===== src/pmd_pkg.sv =====
// Package for the program memory access decode block
// Functional notes
// - CPU is held idle for the whole of any program memory write.
// - Write completion releases the CPU to resume after the store.
// - Code writes need code_write_enable bit 7 set and fuse enabled.
// - Fuse disabled forces code_write_enable to 0 regardless of writes.
// - Code-write on routes data moves to code space in internal range.
// - Code-write plus signature select makes stores target signatures.
// - Code-write off: external, data-flash low page, code/signature reads.
// - Code-write on ignores data-flash enable; size sets internal top.
// - Program writes use the same page write protocol as data-flash.
package pmd_pkg;
   localparam logic [7:0]  MAC_OFFSET   = 8'h96;
   localparam logic [7:0]  MAC_RESET    = 8'h00;
   localparam int          CWE_BIT      = 7;
   localparam int          SIG_BIT      = 6;
   localparam int          DFE_BIT      = 5;
   localparam logic [7:0]  MAC_WMASK    = 8'hE0;
   localparam logic [15:0] DF_TOP       = 16'h00FF;
   localparam logic [15:0] SIG_TOP      = 16'h01FF;
   localparam logic [15:0] CODE_TOP_BIG = 16'h1FFF;
   localparam logic [15:0] CODE_TOP_SML = 16'h0FFF;
   localparam logic [7:0]  DATA_UNMAP   = 8'h00;

   typedef enum logic [4:0] {
      SPC_EXT_DATA  = 5'b00001,
      SPC_DATA_FL   = 5'b00010,
      SPC_CODE      = 5'b00100,
      SPC_EXT_CODE  = 5'b01000,
      SPC_SIG       = 5'b10000
   } pmd_space_e;

   typedef enum logic [1:0] {
      ST_RUN  = 2'b01,
      ST_HOLD = 2'b10
   } pmd_state_e;

   typedef struct packed {
      logic        valid;
      logic        is_code_read;
      logic        is_write;
      logic [15:0] addr;
   } pmd_req_s;

   typedef struct packed {
      pmd_space_e  space;
      logic        start_write;
   } pmd_route_s;
endpackage : pmd_pkg


===== src/pmd_top.sv =====
// Program memory access decode with register slave and CPU hold
`timescale 1ns/1ps
module pmd_top
   import pmd_pkg::*;
#(
   parameter bit BIG_PART = 1'b1
)
(
   input  wire logic        CLK,
   input  wire logic        RST,
   input  wire logic [7:0]  AVS_ADDRESS,
   input  wire logic        AVS_READ,
   input  wire logic        AVS_WRITE,
   input  wire logic [7:0]  AVS_WRITEDATA,
   output logic      [7:0]  AVS_READDATA,
   output logic             AVS_WAITREQUEST,
   input  wire logic        FUSE_CODE_WRITE,
   input  wire pmd_req_s    CPU_REQ,
   input  wire logic        WRITE_DONE,
   output pmd_route_s       ROUTE,
   output logic             CPU_IDLE_REQ
);
   logic [15:0] code_top;
   logic        cwe_q;
   logic        sig_q;
   logic        dfe_q;
   logic        ack_q;
   logic [7:0]  rdata_q;
   pmd_state_e  st_q;
   pmd_route_s  route_q;
   pmd_route_s  route_d;
   logic        idle_q;

   assign code_top = BIG_PART ? CODE_TOP_BIG : CODE_TOP_SML;

   // Space that a data move or code read reaches for the current bits
   function automatic pmd_space_e decode(input logic cwe, input logic sig,
                                         input logic dfe, input logic code,
                                         input logic [15:0] a,
                                         input logic [15:0] top);
      pmd_space_e s;
      s = SPC_EXT_DATA;
      if (code)
      begin
         if (sig)
            s = SPC_SIG;
         else if (a <= top)
            s = SPC_CODE;
         else
            s = SPC_EXT_CODE;
      end
      else if (cwe)
      begin
         // Data-flash enable has no say here
         if (a <= top)
            s = sig ? SPC_SIG : SPC_CODE;
         else
            s = SPC_EXT_DATA;
      end
      else if (dfe && a <= DF_TOP)
         s = SPC_DATA_FL;
      else
         s = SPC_EXT_DATA;
      return s;
   endfunction : decode

   // One wait cycle per access keeps read data straight from a flip-flop
   always_ff @(posedge CLK)
   begin
      if (RST)
         ack_q <= 1'b0;
      else
         ack_q <= (AVS_READ | AVS_WRITE) & ~ack_q;
   end

   always_ff @(posedge CLK)
   begin
      if (RST)
         AVS_WAITREQUEST <= 1'b1;
      else
         AVS_WAITREQUEST <= ~((AVS_READ | AVS_WRITE) & ~ack_q);
   end

   // Control bits; fuse gating is continuous, not only on write
   always_ff @(posedge CLK)
   begin
      if (RST)
      begin
         cwe_q <= MAC_RESET[CWE_BIT];
         sig_q <= MAC_RESET[SIG_BIT];
         dfe_q <= MAC_RESET[DFE_BIT];
      end
      else
      begin
         // Write lands on the edge that sees waitrequest low
         if (AVS_WRITE && ack_q && AVS_ADDRESS == MAC_OFFSET)
         begin
            cwe_q <= AVS_WRITEDATA[CWE_BIT] & FUSE_CODE_WRITE;
            sig_q <= AVS_WRITEDATA[SIG_BIT];
            dfe_q <= AVS_WRITEDATA[DFE_BIT];
         end
         else if (!FUSE_CODE_WRITE)
            cwe_q <= 1'b0;
      end
   end

   always_ff @(posedge CLK)
   begin
      if (RST)
         rdata_q <= DATA_UNMAP;
      else if (AVS_READ && !ack_q)
         rdata_q <= (AVS_ADDRESS == MAC_OFFSET)
                    ? ({cwe_q, sig_q, dfe_q, 5'h00} & MAC_WMASK)
                    : DATA_UNMAP;
   end
   assign AVS_READDATA = rdata_q;

   always_comb
   begin
      route_d.space = decode(cwe_q & FUSE_CODE_WRITE, sig_q, dfe_q,
                             CPU_REQ.is_code_read, CPU_REQ.addr, code_top);
      // A program store is handed to the same page write engine as data-flash
      route_d.start_write = CPU_REQ.valid & CPU_REQ.is_write
                            & ~CPU_REQ.is_code_read & (st_q == ST_RUN)
                            & (route_d.space == SPC_CODE
                               || route_d.space == SPC_SIG);
   end

   always_ff @(posedge CLK)
   begin
      if (RST)
         route_q <= '{space: SPC_EXT_DATA, start_write: 1'b0};
      else
         route_q <= route_d;
   end
   assign ROUTE = route_q;

   // CPU held until the write engine reports completion
   always_ff @(posedge CLK)
   begin
      if (RST)
         st_q <= ST_RUN;
      else
      begin
         unique case (st_q)
            ST_RUN:
               if (route_d.start_write)
                  st_q <= ST_HOLD;
            ST_HOLD:
               if (WRITE_DONE)
                  st_q <= ST_RUN;
            default:
               st_q <= ST_RUN;
         endcase
      end
   end

   always_ff @(posedge CLK)
   begin
      if (RST)
         idle_q <= 1'b0;
      else
         idle_q <= (st_q == ST_RUN) ? route_d.start_write
                                    : ~WRITE_DONE;
   end
   assign CPU_IDLE_REQ = idle_q;
endmodule : pmd_top


===== config.mk =====
export PLATFORM = sky130hd
export DESIGN_NAME = pmd_top
export DESIGN_NICKNAME = d
export VERILOG_FILES = /design/src/pmd_pkg.sv /design/src/pmd_top.sv
export SDC_FILE = /design/constraint.sdc
export NUM_CORES = 1
export LEC_CHECK = 0
export BUFFER_PORTS_ARGS = -buffer_cell sky130_fd_sc_hd__buf_4
export CAP_MARGIN = 15
export CORE_MARGIN = 2
export CORE_UTILIZATION = 40
export CTS_CLUSTER_SIZE = 20
export DETAILED_ROUTE_END_ITERATION = 10
export PLACE_DENSITY = 0.79
export SKIP_LAST_GASP = 1
export SLEW_MARGIN = 30
export SYNTH_ARGS = -nofsm -noshare
export SYNTH_HDL_FRONTEND = slang
export SYNTH_SLANG_ARGS = --single-unit

===== constraint.sdc =====
create_clock -name CLK -period 1.8 [get_ports CLK]
set_clock_uncertainty 0.15 [all_clocks]
set_input_delay 0.27 -clock CLK [delete_from_list [all_inputs] [get_ports CLK]]
set_output_delay 0.27 -clock CLK [all_outputs]
set_load 0.1 [all_outputs]

==> out/qor.txt <==
root buf cell = clkbuf_4
synthesized area = 721 um2
Worst Path Buf+Inv = 1
Routed Antenna Nets = 0
area grow syn2layout = 41.7%
WP data required = 1.38 ns
clock latency on the worst-skew pair = 0.28 ns
Synth Area in Compound Gates = 9.03%
GRT Total Usage = 16.7%
PD cells = 728 nW/um2
initial DRC count = 10
M2 GR Usage = 29.7%
Synth cell types = 28
fin. max-slew vios = 0
Final Critical Period = 1.35 ns
Post-CTS Setup Bufs = 0
crit-path cells = buf_4
XOR/XNOR share of the synthesized area = 0%
FF+latch count, synth = 17
drt drc = 0
register area = 340 um2
WP depth = 1
Avg Cell Area, Syn = 9.48 um2
critical path class = reg2out
reg2reg end = st_q[0]
worst reg2reg path depth = 3
hold_buf cts = 0
Placer Congestion = 0.729
met1 Resource Use GR = 18.4%
Core ar. = 1710 um2
Worst VDD drop = 0.378 mV
post_cts resized = 0
CTS tree = yes
sequential area share after synthesis = 47.2%
Ys Warns = 0
share of cells above drive strength 1 = 36.0%
CP max-delay cell = dfxtp_1
crit path from = AVS_READDATA[5]
delay of the slowest cell on the worst path = 0.35 ns
worst reg2reg setup slack = 0.61 ns
Max Clk Rate = 738 MHz
number of vias per cell = 4.76
Max-cap violations = 0
Die ar. = 2160 um2
die width = 46.4 um
Sink Count = 17
row cnt = 15
Via Count = 662
die height = 46.4 um
vias in the first global route = 632
# diodes = 0
worst r2r src = cwe_q
grt ovf = 0
post-synthesis mux area share = 4.17%
Synth Area in Simple Gates = 29.5%
Reg clk slew, reported paths = 0.09 ns
family with the most delay on the worst path = flip-flops
status = complete, no violations
Crit path arrival time = 0.93 ns
HPWL after detailed placement = 1320 um
RSZ-0062 raised after global routing = no
leakage = 0.450 nW
placed insts = 135
Fin Setup TNS = 0 ns
Final Hold Viols = 0
fill cell count = 151
clk buf depth = 2
Post-Synth Adder-Cell Area = 0%
drt first pass iters = 4
CP max FO = 2
num ports = 57
largest net degree at the start of global routing = 19
Final nets = 156
top cell type by total area after synthesis = dfxtp_1
port bufs = 38
Post-Synthesis Cells = 76
largest cells by area after synthesis = dfxtp_1 47%, buf_4 5.2%, nand2b_1 4.3%
CTS H-tree lvls = 1
first-pass GRT wire length = 2530 um
setup violators final = 0
Startpoint Class = flop
Finished Layout Cells = 139
largest family of logic cells by synthesized area = simple AND/OR/NAND/NOR gates
initial core utilization = 42.2%
total CTS buffers = 3
routed wire length per instance = 11.8 um
top-area cell type share of the netlist area = 47.2%
footprint of the multi-input gates = 327 um2
Overall Power = 0.743 mW
layer with the highest usage = met2
antenna violations before repair = 0
endpoint class of the critical path = primary output
global-route met3 utilization = 2.35%
Tcrit/Tclk final = 75.2%
Hold WC Path Type = in2reg
CP endpoint = AVS_READDATA[5]
drt total wl = 1640 um
-- layout by cell type, fill, tap and decap left out, types with 2 or more instances in the layout --
cell      count
nand2_1       4
nor3_1        2
a21oi_1       6
or3_1         2
dfxtp_1      17
clkbuf_4      3
nand3b_1      3
mux2i_1       3
nor2_1        3
and4bb_1      2
nand4_1       3
inv_1         3
conb_1        5
buf_4        38
a21o_1        2
nand2b_1      5
nor4_1        3
-- state kept, by name, indices dropped and copies added (netlist names) --
| register | flops |
|---|---|
| ROUTE | 6 |
| AVS_READDATA | 3 |
| st_q | 2 |
| AVS_WAITREQUEST | 1 |
| CPU_IDLE_REQ | 1 |
| ack_q | 1 |
| cwe_q | 1 |
| dfe_q | 1 |
| sig_q | 1 |
-- cell usage after synthesis --
cell type / number
dfxtp_1: 17
a21oi_1: 6
buf_4: 5
nand2b_1: 5
nand2_1: 4
inv_1: 3
mux2i_1: 3
nand3b_1: 3
nand4_1: 3
nor2_1: 3
nor4_1: 3
a21o_1: 2
and4bb_1: 2
nor3_1: 2
or3_1: 2
a211o_1: 1
a31oi_1: 1
and3b_1: 1
and4_1: 1
and4b_1: 1
buf_2: 1
buf_6: 1
clkbuf_1: 1
conb_1: 1
nand3_1: 1
nor2b_1: 1
nor4b_1: 1
o21ai_0: 1
-- per-stage QoR --
stage / instance area [um2] / util [%] / hold WS, ns / setup WS [ns]
after floorplan: 736 / - / 0.238 / 0.424
after global placement: 995 / 58.2 / 0.304 / 0.358
after detailed placement: 995 / 58.2 / 0.302 / 0.337
after CTS: 1020 / 59.8 / 0.0519 / 0.438
after global routing: 1020 / 59.8 / 0.0667 / 0.404
final: 1020 / 59.8 / 0.0567 / 0.446
-- logic make-up (layout without fill, tap and decap cells) --
logic type | Yosys count | after routing
DFF | 17 | 17
other | 1 | 5
muxes | 3 | 3
AOI/OAI and AO/OA | 11 | 11
buffers and inverters | 11 | 45
and+or+nand+nor | 33 | 33
-- power by group --
part           switching (mW)  total [mW]  internal (mW)
Combinational           0.106       0.160         0.0540
Sequential            0.00259       0.385          0.382
Clock                   0.113       0.199         0.0861
Total                   0.221       0.743          0.522
-- layout make-up --
class                      instances  area share, %
multi-input combinational         52           32.0
sequential                        17           33.3
clock buffer                       4           2.57
inverter                           3           1.10
tap                               25           3.06
timing repair buffer              38           27.9
-- worst min path at each step --
stage	start	to	slack [ns]	cells after the start
after global routing	AVS_WRITE	AVS_WAITREQUEST	0.07	2
after global placement	AVS_READDATA[6]	AVS_READDATA[6]	0.30	2
final	AVS_WRITE	AVS_WAITREQUEST	0.06	2
after CTS	AVS_WRITE	AVS_WAITREQUEST	0.05	2
after floorplan	CPU_REQ[17]	ROUTE[5]	0.24	2
after detailed placement	AVS_READDATA[6]	AVS_READDATA[6]	0.30	2
-- layer usage --
metal / vias up / wire [um] / share of wire [%]
li1: 340 / - / -
met1: 289 / 639 / 39
met2: 29 / 839 / 51
met3: 4 / 112 / 6.8
met4: 0 / 46 / 2.8
met5: - / 0 / 0
Note: power is estimated with default switching activity, not from simulation.
